`src/common/fbp_pkg.sv`:
```
package fbp_pkg;
  // ==========================================================
  // Timing
  // ==========================================================
  localparam int CLK_MHZ     = 10;
  localparam int T_WP_NS     = 120;
  localparam int WP_CYC      = (T_WP_NS * CLK_MHZ + 999) / 1000;
  localparam int T_RD_NS     = 250;
  localparam int RD_CYC      = (T_RD_NS * CLK_MHZ + 999) / 1000;
  localparam int T_RST_NS    = 1000;
  localparam int RST_CYC     = (T_RST_NS * CLK_MHZ + 999) / 1000;
  localparam int ADD_WIN_US  = 50;
  // Strictly less than the window, so one cycle short of it
  localparam int ADD_WIN_CYC = ADD_WIN_US * CLK_MHZ - 1;
  // Margin for the add write to reach its strobe edge
  localparam int ADD_ACC_CYC = ADD_WIN_CYC - WP_CYC - 4;

  // ==========================================================
  // Flash command words and unlock offsets
  // ==========================================================
  localparam logic [11:0] A_UNLK1 = 12'h555;
  localparam logic [11:0] A_UNLK2 = 12'h2AA;
  localparam logic [15:0] D_UNLK1 = 16'h00AA;
  localparam logic [15:0] D_UNLK2 = 16'h0055;
  localparam logic [15:0] D_LOAD  = 16'h0025;
  localparam logic [15:0] D_CONF  = 16'h0029;
  localparam logic [15:0] D_ABRST = 16'h00F0;
  localparam logic [15:0] D_ESET  = 16'h0080;
  localparam logic [15:0] D_SERS  = 16'h0030;
  localparam int          BUF_WORDS = 32;
  localparam int          PAGE_LSB  = 5;

  // ==========================================================
  // Flash status bit positions
  // ==========================================================
  localparam int TOGGLE_BIT_POS     = 6;
  localparam int TIME_LIMIT_POS     = 5;
  localparam int ERASE_TIMER_POS    = 3;
  localparam int BUFFER_ABORT_POS   = 1;

  // ==========================================================
  // Register map and status layout
  // ==========================================================
  localparam logic [7:0] R_CTRL = 8'h00;
  localparam logic [7:0] R_ADDR = 8'h04;
  localparam logic [7:0] R_CNT  = 8'h08;
  localparam logic [7:0] R_STAT = 8'h0C;
  localparam logic [7:0] R_RDAT = 8'h10;
  localparam logic [7:0] R_BUF  = 8'h80;
  localparam int ST_BUSY  = 0;
  localparam int ST_DONE  = 1;
  localparam int ST_ABORT = 2;
  localparam int ST_ERR   = 3;
  localparam int ST_REJ   = 4;
  localparam int ST_WIN   = 5;
  localparam int ST_ETMR  = 6;
  localparam int ST_INTR  = 7;

  typedef enum logic [2:0] {
    OP_NONE  = 3'h0,
    OP_PROG  = 3'h1,
    OP_ERASE = 3'h2,
    OP_ADD   = 3'h3,
    OP_ABRST = 3'h4,
    OP_HWRST = 3'h5
  } fbp_op_t;
endpackage

```
`src/common/fbp_cyc_if.sv`:
```
interface fbp_cyc_if #(parameter int AW = 24);
  logic          req;
  logic          wr;
  logic [AW-1:0] addr;
  logic [15:0]   wdata;
  logic          done;
  logic [15:0]   rdata;
  modport master (output req, wr, addr, wdata, input done, rdata);
  modport slave  (input req, wr, addr, wdata, output done, rdata);
endinterface

```
`src/hw/fbp_bus_cycle.sv`:
```
module fbp_bus_cycle #(
  parameter int AW = 24
) (
  input  logic          pclk,
  input  logic          presetn,
  fbp_cyc_if.slave      cyc,
  output logic [AW-1:0] fl_addr,
  output logic [15:0]   fl_dq_o,
  output logic          fl_dq_oe,
  input  logic [15:0]   fl_dq_i,
  output logic          fl_ce_n,
  output logic          fl_we_n,
  output logic          fl_oe_n
);
  typedef enum logic [2:0] {
    P_IDLE = 3'h0,
    P_SET  = 3'h1,
    P_STRB = 3'h2,
    P_HOLD = 3'h3,
    P_RD   = 3'h4
  } fbp_ph_t;

  typedef struct packed {
    fbp_ph_t       ph;
    logic [3:0]    cnt;
    logic [AW-1:0] ca;
    logic [15:0]   cd;
    logic          oe;
    logic          ce_n;
    logic          we_n;
    logic          oe_n;
    logic          done;
    logic [15:0]   rdata;
    logic [15:0]   s1;
    logic [15:0]   s2;
  } fbp_cyc_st_t;

  fbp_cyc_st_t s_q;
  fbp_cyc_st_t s_d;

  // ==========================================================
  // One bus cycle: setup, strobe, hold; reads wait for sync
  // ==========================================================
  always_comb
  begin
    s_d = s_q;
    s_d.done = 1'b0;
    s_d.s1 = fl_dq_i;
    s_d.s2 = s_q.s1;
    case (s_q.ph)
      P_IDLE:
        if (cyc.req)
        begin
          s_d.ca = cyc.addr;
          s_d.cd = cyc.wdata;
          s_d.ce_n = 1'b0;
          s_d.oe = cyc.wr;
          s_d.oe_n = cyc.wr;
          s_d.cnt = 4'(fbp_pkg::RD_CYC + 1);
          s_d.ph = cyc.wr ? P_SET : P_RD;
        end
      P_SET:
      begin
        s_d.we_n = 1'b0;
        s_d.cnt = 4'(fbp_pkg::WP_CYC - 1);
        s_d.ph = P_STRB;
      end
      P_STRB:
        if (s_q.cnt == 4'h0)
        begin
          s_d.we_n = 1'b1;
          s_d.ph = P_HOLD;
        end
        else
          s_d.cnt = s_q.cnt - 4'h1;
      P_HOLD:
      begin
        s_d.ce_n = 1'b1;
        s_d.oe = 1'b0;
        s_d.done = 1'b1;
        s_d.ph = P_IDLE;
      end
      P_RD:
        // Data is read only after two sync stages have settled
        if (s_q.cnt == 4'h0)
        begin
          s_d.rdata = s_q.s2;
          s_d.ce_n = 1'b1;
          s_d.oe_n = 1'b1;
          s_d.done = 1'b1;
          s_d.ph = P_IDLE;
        end
        else
          s_d.cnt = s_q.cnt - 4'h1;
      default: s_d.ph = P_IDLE;
    endcase
  end

  always_ff @(posedge pclk or negedge presetn)
  begin
    if (!presetn)
    begin
      s_q <= '0;
      s_q.ce_n <= 1'b1;
      s_q.we_n <= 1'b1;
      s_q.oe_n <= 1'b1;
    end
    else
      s_q <= s_d;
  end

  assign cyc.done  = s_q.done;
  assign cyc.rdata = s_q.rdata;
  assign fl_addr   = s_q.ca;
  assign fl_dq_o   = s_q.cd;
  assign fl_dq_oe  = s_q.oe;
  assign fl_ce_n   = s_q.ce_n;
  assign fl_we_n   = s_q.we_n;
  assign fl_oe_n   = s_q.oe_n;
endmodule

```
`src/hw/fbp_flash_host.sv`:
```
// Overview of operation
// - Buffer program opens with AA at 555, 55 at 2AA, then 25 at sector.
// - Fourth write carries word count minus one; count is 1 to 32 words.
// - After N data writes, confirm 29 goes to sector; 6 to 37 cycles.
// - Host should fill the buffer with as many words as it can.
// - Abort recovery is AA, 55, then F0 at 555; back to array read.
// - All loaded addresses lie in one 0x20-word buffer page.
// - Sector erase: AA, 55, 80, AA, 55, then 30 at sector.
// - Host writes each extra sector erase under 50 us after the last.
// - Hardware reset stops erase; host reissues the erase afterwards. This block does not reissue it: it sets ST_INTR and goes idle.
module fbp_flash_host #(
  parameter int AW = 24
) (
  input  logic          pclk,
  input  logic          presetn,
  input  logic          psel,
  input  logic          penable,
  input  logic          pwrite,
  input  logic [7:0]    paddr,
  input  logic [31:0]   pwdata,
  output logic [31:0]   prdata,
  output logic          pready,
  output logic          pslverr,
  output logic [AW-1:0] fl_addr,
  output logic [15:0]   fl_dq_o,
  output logic          fl_dq_oe,
  input  logic [15:0]   fl_dq_i,
  output logic          fl_ce_n,
  output logic          fl_we_n,
  output logic          fl_oe_n,
  output logic          fl_rst_n
);
  localparam logic [AW-1:0] U1 = {{(AW-12){1'b0}}, fbp_pkg::A_UNLK1};
  localparam logic [AW-1:0] U2 = {{(AW-12){1'b0}}, fbp_pkg::A_UNLK2};

  typedef enum logic [2:0] {
    S_IDLE  = 3'h0,
    S_ISSUE = 3'h1,
    S_WAIT  = 3'h2,
    S_WIN   = 3'h3,
    S_RQ    = 3'h4,
    S_RW    = 3'h5,
    S_HRST  = 3'h6
  } fbp_hst_t;

  typedef struct packed {
    fbp_hst_t      st;
    fbp_pkg::fbp_op_t op;
    logic [5:0]    step;
    logic [5:0]    cnt;
    logic [AW-1:0] addr;
    logic [31:0][15:0] wbuf;
    logic          sec;
    logic [15:0]   r1;
    logic [15:0]   rdat;
    logic [9:0]    wtmr;
    logic [3:0]    rtmr;
    logic [7:0]    fl;
    logic          req;
    logic          wr;
    logic [AW-1:0] ca;
    logic [15:0]   cd;
    logic          pready;
    logic [31:0]   prdata;
    logic          pslverr;
    logic          rst_n;
  } fbp_host_st_t;

  fbp_host_st_t  s_q;
  fbp_host_st_t  s_d;
  fbp_cyc_if #(.AW(AW)) cyc ();

  logic          wacc;
  logic          go;
  logic          pgok;
  logic          last;
  fbp_pkg::fbp_op_t opw;
  logic [31:0]   rd;
  logic [7:0]    stat;
  logic [5:0]    ix;
  logic [AW-1:0] wa;
  logic [15:0]   wd;

  fbp_bus_cycle #(.AW(AW)) u_cyc (
    .pclk    (pclk),
    .presetn (presetn),
    .cyc     (cyc),
    .fl_addr (fl_addr),
    .fl_dq_o (fl_dq_o),
    .fl_dq_oe(fl_dq_oe),
    .fl_dq_i (fl_dq_i),
    .fl_ce_n (fl_ce_n),
    .fl_we_n (fl_we_n),
    .fl_oe_n (fl_oe_n)
  );

  always_comb
  begin
    s_d = s_q;
    s_d.req = 1'b0;
    s_d.pready = 1'b0;
    s_d.pslverr = 1'b0;
    // ========================================================
    // Command word for the current step
    // ========================================================
    ix = s_q.step - 6'h04;
    {wa, wd} = {U1, fbp_pkg::D_UNLK1};
    case (s_q.op)
      fbp_pkg::OP_PROG:
        case (s_q.step)
          6'h00: {wa, wd} = {U1, fbp_pkg::D_UNLK1};
          6'h01: {wa, wd} = {U2, fbp_pkg::D_UNLK2};
          6'h02: {wa, wd} = {s_q.addr, fbp_pkg::D_LOAD};
          6'h03: {wa, wd} = {s_q.addr, 10'h000, s_q.cnt};
          default:
            if (s_q.step == s_q.cnt + 6'h05)
              {wa, wd} = {s_q.addr, fbp_pkg::D_CONF};
            else
              {wa, wd} = {s_q.addr + {{(AW-6){1'b0}}, ix},
                          s_q.wbuf[ix[4:0]]};
        endcase
      fbp_pkg::OP_ERASE:
        case (s_q.step)
          6'h01: {wa, wd} = {U2, fbp_pkg::D_UNLK2};
          6'h02: {wa, wd} = {U1, fbp_pkg::D_ESET};
          6'h04: {wa, wd} = {U2, fbp_pkg::D_UNLK2};
          6'h05: {wa, wd} = {s_q.addr, fbp_pkg::D_SERS};
          default: {wa, wd} = {U1, fbp_pkg::D_UNLK1};
        endcase
      fbp_pkg::OP_ABRST:
        case (s_q.step)
          6'h01: {wa, wd} = {U2, fbp_pkg::D_UNLK2};
          6'h02: {wa, wd} = {U1, fbp_pkg::D_ABRST};
          default: {wa, wd} = {U1, fbp_pkg::D_UNLK1};
        endcase
      default: {wa, wd} = {s_q.addr, fbp_pkg::D_SERS};
    endcase
    last = (s_q.op == fbp_pkg::OP_PROG && s_q.step == s_q.cnt + 6'h05)
        || (s_q.op == fbp_pkg::OP_ERASE && s_q.step == 6'h05)
        || (s_q.op == fbp_pkg::OP_ABRST && s_q.step == 6'h02)
        || (s_q.op == fbp_pkg::OP_ADD);
    // ========================================================
    // APB slave: one wait state, registered answer
    // ========================================================
    stat = s_q.fl;
    stat[fbp_pkg::ST_BUSY] = s_q.st != S_IDLE;
    stat[fbp_pkg::ST_WIN] = s_q.st == S_WIN;
    rd = 32'h0000_0000;
    if (paddr[7])
      rd = {16'h0000, s_q.wbuf[paddr[6:2]]};
    else
      case (paddr)
        fbp_pkg::R_CTRL: rd = {29'h0, s_q.op};
        fbp_pkg::R_ADDR: rd = 32'(s_q.addr);
        fbp_pkg::R_CNT:  rd = {26'h0, s_q.cnt};
        fbp_pkg::R_STAT: rd = {24'h0, stat};
        fbp_pkg::R_RDAT: rd = {16'h0000, s_q.rdat};
        default:         rd = 32'h0000_0000;
      endcase
    if (psel && penable && !s_q.pready)
    begin
      s_d.pready = 1'b1;
      s_d.prdata = rd;
      s_d.pslverr = !paddr[7] && paddr > fbp_pkg::R_RDAT;
    end
    wacc = psel && penable && pwrite && s_q.pready;
    go = wacc && paddr == fbp_pkg::R_CTRL;
    opw = fbp_pkg::fbp_op_t'(pwdata[2:0]);
    if (wacc && paddr[7])
      s_d.wbuf[paddr[6:2]] = pwdata[15:0];
    if (wacc && paddr == fbp_pkg::R_ADDR
        && (s_q.st == S_IDLE || s_q.st == S_WIN))
      s_d.addr = pwdata[AW-1:0];
    if (wacc && paddr == fbp_pkg::R_CNT && s_q.st == S_IDLE)
      s_d.cnt = pwdata[5:0];
    // Clear first so that a hardware set in this cycle wins
    if (wacc && paddr == fbp_pkg::R_STAT)
      s_d.fl = s_q.fl & ~pwdata[7:0];
    // ========================================================
    // Sequencer
    // ========================================================
    case (s_q.st)
      S_IDLE: ;
      S_ISSUE:
      begin
        s_d.ca = wa;
        s_d.cd = wd;
        s_d.req = 1'b1;
        s_d.wr = 1'b1;
        s_d.st = S_WAIT;
      end
      S_WAIT:
        if (cyc.done && !last)
        begin
          s_d.step = s_q.step + 6'h01;
          s_d.st = S_ISSUE;
        end
        else if (cyc.done && s_q.op == fbp_pkg::OP_PROG)
        begin
          s_d.ca = s_q.addr + {{(AW-6){1'b0}}, s_q.cnt};
          s_d.sec = 1'b0;
          s_d.st = S_RQ;
        end
        else if (cyc.done && s_q.op == fbp_pkg::OP_ABRST)
        begin
          s_d.fl[fbp_pkg::ST_ABORT] = 1'b0;
          s_d.fl[fbp_pkg::ST_DONE] = 1'b1;
          s_d.st = S_IDLE;
        end
        else if (cyc.done)
        begin
          s_d.wtmr = 10'h000;
          s_d.st = S_WIN;
        end
      S_WIN:
      begin
        s_d.wtmr = s_q.wtmr + 10'h001;
        if (s_q.wtmr == 10'(fbp_pkg::ADD_WIN_CYC))
        begin
          s_d.ca = s_q.addr;
          s_d.sec = 1'b0;
          s_d.st = S_RQ;
        end
      end
      S_RQ:
      begin
        s_d.req = 1'b1;
        s_d.wr = 1'b0;
        s_d.st = S_RW;
      end
      S_RW:
        if (cyc.done)
        begin
          s_d.rdat = cyc.rdata;
          s_d.r1 = cyc.rdata;
          s_d.sec = 1'b1;
          s_d.st = S_RQ;
          s_d.fl[fbp_pkg::ST_ETMR] = cyc.rdata[fbp_pkg::ERASE_TIMER_POS];
          // Two reads with a steady toggle bit mean the device is idle
          if (s_q.sec && s_q.r1[fbp_pkg::TOGGLE_BIT_POS]
              == cyc.rdata[fbp_pkg::TOGGLE_BIT_POS])
          begin
            s_d.fl[fbp_pkg::ST_DONE] = 1'b1;
            s_d.st = S_IDLE;
          end
          // Abort and time-limit flags count only when two toggling status reads show them;
          // the first array word after completion may hold any bits
          else if (s_q.sec && s_q.op == fbp_pkg::OP_PROG
                   && s_q.r1[fbp_pkg::BUFFER_ABORT_POS]
                   && cyc.rdata[fbp_pkg::BUFFER_ABORT_POS])
          begin
            s_d.fl[fbp_pkg::ST_ABORT] = 1'b1;
            s_d.st = S_IDLE;
          end
          else if (s_q.sec && s_q.r1[fbp_pkg::TIME_LIMIT_POS]
                   && cyc.rdata[fbp_pkg::TIME_LIMIT_POS])
          begin
            s_d.fl[fbp_pkg::ST_ERR] = 1'b1;
            s_d.st = S_IDLE;
          end
        end
      S_HRST:
      begin
        s_d.rtmr = s_q.rtmr + 4'h1;
        if (s_q.rtmr == 4'(fbp_pkg::RST_CYC - 1))
        begin
          s_d.rst_n = 1'b1;
          s_d.st = S_IDLE;
        end
      end
      default: s_d.st = S_IDLE;
    endcase
    // Program rejected when the count or page span is illegal
    pgok = !s_q.cnt[5]
        && {1'b0, s_q.addr[4:0]} + s_q.cnt <= 6'h1F;
    if (go && opw == fbp_pkg::OP_HWRST)
    begin
      s_d.fl[fbp_pkg::ST_INTR] = s_q.st != S_IDLE
        && (s_q.op == fbp_pkg::OP_ERASE || s_q.op == fbp_pkg::OP_ADD);
      s_d.rst_n = 1'b0;
      s_d.rtmr = 4'h0;
      s_d.st = S_HRST;
    end
    else if (go && ((s_q.st == S_IDLE && (opw == fbp_pkg::OP_ERASE
             || opw == fbp_pkg::OP_ABRST
             || (opw == fbp_pkg::OP_PROG && pgok)))
             || (s_q.st == S_WIN && opw == fbp_pkg::OP_ADD
             && s_q.wtmr < 10'(fbp_pkg::ADD_ACC_CYC))))
    begin
      s_d.op = opw;
      s_d.step = 6'h00;
      s_d.st = S_ISSUE;
    end
    else if (go)
      s_d.fl[fbp_pkg::ST_REJ] = 1'b1;
  end

  always_ff @(posedge pclk or negedge presetn)
  begin
    if (!presetn)
    begin
      s_q <= '0;
      s_q.rst_n <= 1'b1;
    end
    else
      s_q <= s_d;
  end

  assign cyc.req   = s_q.req;
  assign cyc.wr    = s_q.wr;
  assign cyc.addr  = s_q.ca;
  assign cyc.wdata = s_q.cd;
  assign prdata    = s_q.prdata;
  assign pready    = s_q.pready;
  assign pslverr   = s_q.pslverr;
  assign fl_rst_n  = s_q.rst_n;
endmodule

```
`config.mk`:
```
export PLATFORM = sky130hd
export DESIGN_NAME = fbp_flash_host
export DESIGN_NICKNAME = d
export VERILOG_FILES = /design/src/common/fbp_pkg.sv /design/src/common/fbp_cyc_if.sv /design/src/hw/fbp_bus_cycle.sv /design/src/hw/fbp_flash_host.sv
export SDC_FILE = /design/constraint.sdc
export NUM_CORES = 2
export LEC_CHECK = 0
export ABC_CLOCK_PERIOD_IN_PS = 7800
export BUFFER_PORTS_ARGS = -buffer_cell sky130_fd_sc_hd__buf_2
export CAP_MARGIN = 40
export CORE_ASPECT_RATIO = 2
export CORE_MARGIN = 1.5
export CORE_UTILIZATION = 38
export CTS_CLUSTER_DIAMETER = 120
export DETAILED_ROUTE_END_ITERATION = 16
export PLACE_DENSITY_LB_ADDON = 0.25
export SYNTH_ARGS = -nofsm -noshare
export SYNTH_HDL_FRONTEND = slang
export SYNTH_SLANG_ARGS = --single-unit
```
`constraint.sdc`:
```
create_clock -name pclk -period 7.8 [get_ports pclk]
set_clock_uncertainty 0.2 [all_clocks]
set_input_delay 0.78 -clock pclk [delete_from_list [all_inputs] [get_ports pclk]]
set_output_delay 0.78 -clock pclk [all_outputs]
set_load 0.02 [all_outputs]
```
==> out/summary.txt <==
R2R Path End -> s_q[131]$_DFFE_PN0P_
relative slew slack -> 0.330
combinational group share of total power -> 0.245
DRC -> 0
First-pass DRT Iterations -> 6
gpl congestion -> 0.938
Hold Vio Cnt, Final -> 0
IO buf count -> 123
area leader, netlist -> dfrtp_1
clock power share -> 0.326
CP required -> 8.09 ns
number of synthesized register bits -> 760
most frequent cells in the layout -> 754 x dfrtp_1, 560 x mux2_2, 302 x nand2_1
crit-path max FO -> 29
initial antenna violation count -> 15
Sw Ratio -> 0.337
clock buffer depth -> 3
unrepaired setup endpoints after global routing -> false
Nets -> 3,135
Core Area -> 105,000 um2
final cell count without fillers -> 4,460
pin count of the biggest net entering global routing -> 172
DP Cell Count -> 4,327
GRT overflow -> 0
die area -> 108,000 um2
Peak supply drop -> 0.225 mV
synth top area cells -> dfrtp_1 47%, mux2_2 16%, mux4_2 15%
Filler cells -> 9,725
vias -> 27.3k
post-route cell area -> 44,300 um2
CTS sink count -> 760
post-synth top area share -> 0.469
Post-synth EDFFs -> 0
Yosys cell types -> 89
arrival time at the worst endpoint -> 4.85 ns
R2R Path Start -> s_q[674]$_DFF_PN0_
Primary FF master, synth -> dfrtp_1
Max Clk Rate -> 219 MHz
worst hold path endpoint -> u_cyc.s_d[4]$_DFF_PN0_
clock root cell -> clkbuf_16
hold crit path type -> input pin to flip-flop
Cells after Synth -> 3,091
wire length per cell -> 30.4 um
number of DRC markers in iteration 0 -> 2,333
GRT Util Overall -> 0.254
multi-input logic area -> 19,600 um2
Final ANT Viol Nets -> 0
Detailed Place HPWL -> 91.1 mm
endpoints failing setup -> 0
register area share after synthesis -> 0.472
status -> finished, final reports clean
dpl cell area -> 42,000 um2
Clk pin slew, worst setup/hold paths -> 0.07 ns
vias in the first global route -> 28.4k
Mapped Area -> 40,300 um2
Die X -> 233 um
CTS tree -> yes
Via-to-Cell Ratio -> 6.11
Syn-to-layout area delta -> 9.88%
worst-case reg-to-reg path depth -> 9
commonest non-fill, non-tap cell in the layout -> dfrtp_1
R2R setup slack -> 3.24 ns
die height -> 464 um
Reg power frac -> 0.428
WHS Path Cells -> 1
initial core utilization -> 0.384
count of pins over their slew limit -> 0
register area -> 19,000 um2
Total Neg Setup Slack -> 0 ns
CP Launch Type -> flip-flop
worst slew pin tran -> 1.01 ns
Power Dens Cells -> 239 nW/um2
share of cells above drive strength 1 -> 0.386
period utilization -> 0.585
DRT Wirelength -> 136 mm
syn avg cell area -> 13.0 um2
Net Switching -> 0.00357 W
Post-CTS Setup Inserts -> 0
Num CTS Buffers -> 68
post-CTS sizing -> 0
WS Path Type -> flip-flop to flip-flop
Clk Latency, worst-skew pair -> 0.66 ns
post-route minimum period -> 4.56 ns
cell internal pwr -> 0.00703 W
max-capacitance violation count -> 0
htree depth -> 3
fraction of registers with async set or reset after synthesis -> 1.00
CP Capture Type -> flip-flop
warnings from Yosys -> 0
first-pass GRT wire length -> 198 mm
Pleak -> 20.6 nW
Top Ports -> 140
worst hold path startpoint -> fl_dq_i[4]
FP Rows -> 168
-- sequential cells by signal, indices dropped and copies added (netlist names), 16 cells and up --
name,count
u_cyc.fl_dq_o,16
cyc.wdata,16
u_cyc.s_d,16
cyc.addr,24
u_cyc.s_q,23
prdata,24
s_q,591
u_cyc.cyc.rdata,16
u_cyc.fl_addr,24
-- stage by stage --
stage | hold slack, ns | setup slack [ns] | power, W | utilization
2_1_floorplan | 0.131 | 3.69 | 0.00639 | -
3_3_place_gp | 0.134 | 3.14 | 0.00719 | 0.396
3_5_place_dp | 0.136 | 3.12 | 0.00723 | 0.400
4_1_cts | 0.000434 | 3.40 | 0.0107 | 0.422
5_1_grt | 0.0165 | 3.04 | 0.0111 | 0.422
6_report | 0.0301 | 3.24 | 0.0106 | 0.422
-- cell type report --
class	count	share of cell area
Antenna cell	3	0.000169
Clock inverter	21	0.00551
Timing Repair Buffer	210	0.0376
Clock buffer	100	0.0441
Inverter	29	0.00246
Tap cell	1360	0.0384
Sequential cell	760	0.429
Multi-Input combinational cell	1977	0.442
-- worst max-delay path, stage by stage, from the launching register on --
cell,delay (ns)
dfrtp_4,0.80
buf_4,0.62
xor2_1,0.20
o211ai_1,0.12
nand4bb_1,0.66
nor2_4,0.26
buf_4,0.34
o211ai_1,0.13
a211oi_1,0.83
o21ai_0,0.18
-- layer usage --
metal,vias to the layer above,GRT usage,share of wire
met3,468,0.0464,0.051
met2,1081,0.446,0.52
met5,-,0,0.0010
met1,14291,0.263,0.34
li1,11409,-,-
met4,22,0.201,0.095
-- power by group through the flow --
stage                     logic (W)  registers [W]  clock network [W]
after floorplan             0.00195        0.00444                  0
after global placement      0.00258        0.00461                  0
after detailed placement    0.00261        0.00462                  0
after CTS                   0.00262        0.00454            0.00354
after global routing        0.00279        0.00458            0.00368
final                       0.00260        0.00454            0.00346
-- cells by family (layout without fill, tap and decap cells) --
| logic type | count (synthesis) | count (layout) | share of synthesized area |
|---|---|---|---|
| mux | 873 | 873 | 0.327 |
| flops | 760 | 760 | 0.472 |
| simple gates | 639 | 639 | 0.0724 |
| compound gates | 388 | 388 | 0.0649 |
| buf+inv | 361 | 360 | 0.0460 |
| xor+xnor | 41 | 41 | 0.00909 |
| fa+ha+maj | 28 | 28 | 0.00906 |
| other cells | 1 | 11 | 0.0000930 |
-- repair_timing --
action / in CTS / in global routing
hold buffers: 8 / 0
hold endpoints to repair: 26 / 0
endpoints found under the setup margin: 0 / 0
-- worst max-delay path by stage --
stage,endpoint,slack [ns],from
after global routing,s_q[131]$_DFFE_PN0P_,3.04,s_q[674]$_DFF_PN0_
after global placement,prdata[12]$_DFFE_PN0P_,3.14,paddr[2]
final,s_q[131]$_DFFE_PN0P_,3.24,s_q[674]$_DFF_PN0_
after CTS,s_q[131]$_DFFE_PN0P_,3.40,s_q[674]$_DFF_PN0_
after floorplan,cyc.addr[20]$_DFFE_PN0P_,3.69,s_q[676]$_DFF_PN0_
after detailed placement,prdata[12]$_DFFE_PN0P_,3.12,paddr[2]
-- cell usage after synthesis, drive strengths merged, types with 22 or more instances --
| library cell | count |
|---|---|
| nand3 | 38 |
| nor2 | 109 |
| a21oi | 67 |
| a22oi | 78 |
| clkbuf | 167 |
| xnor2 | 22 |
| nand2 | 330 |
| inv | 28 |
| buf | 165 |
| mux2 | 563 |
| o21ai | 103 |
| dfrtp | 756 |
| ha | 26 |
| mux4 | 291 |
| nor3 | 38 |
| nand4 | 34 |
Note: power is estimated with default switching activity, not from simulation.
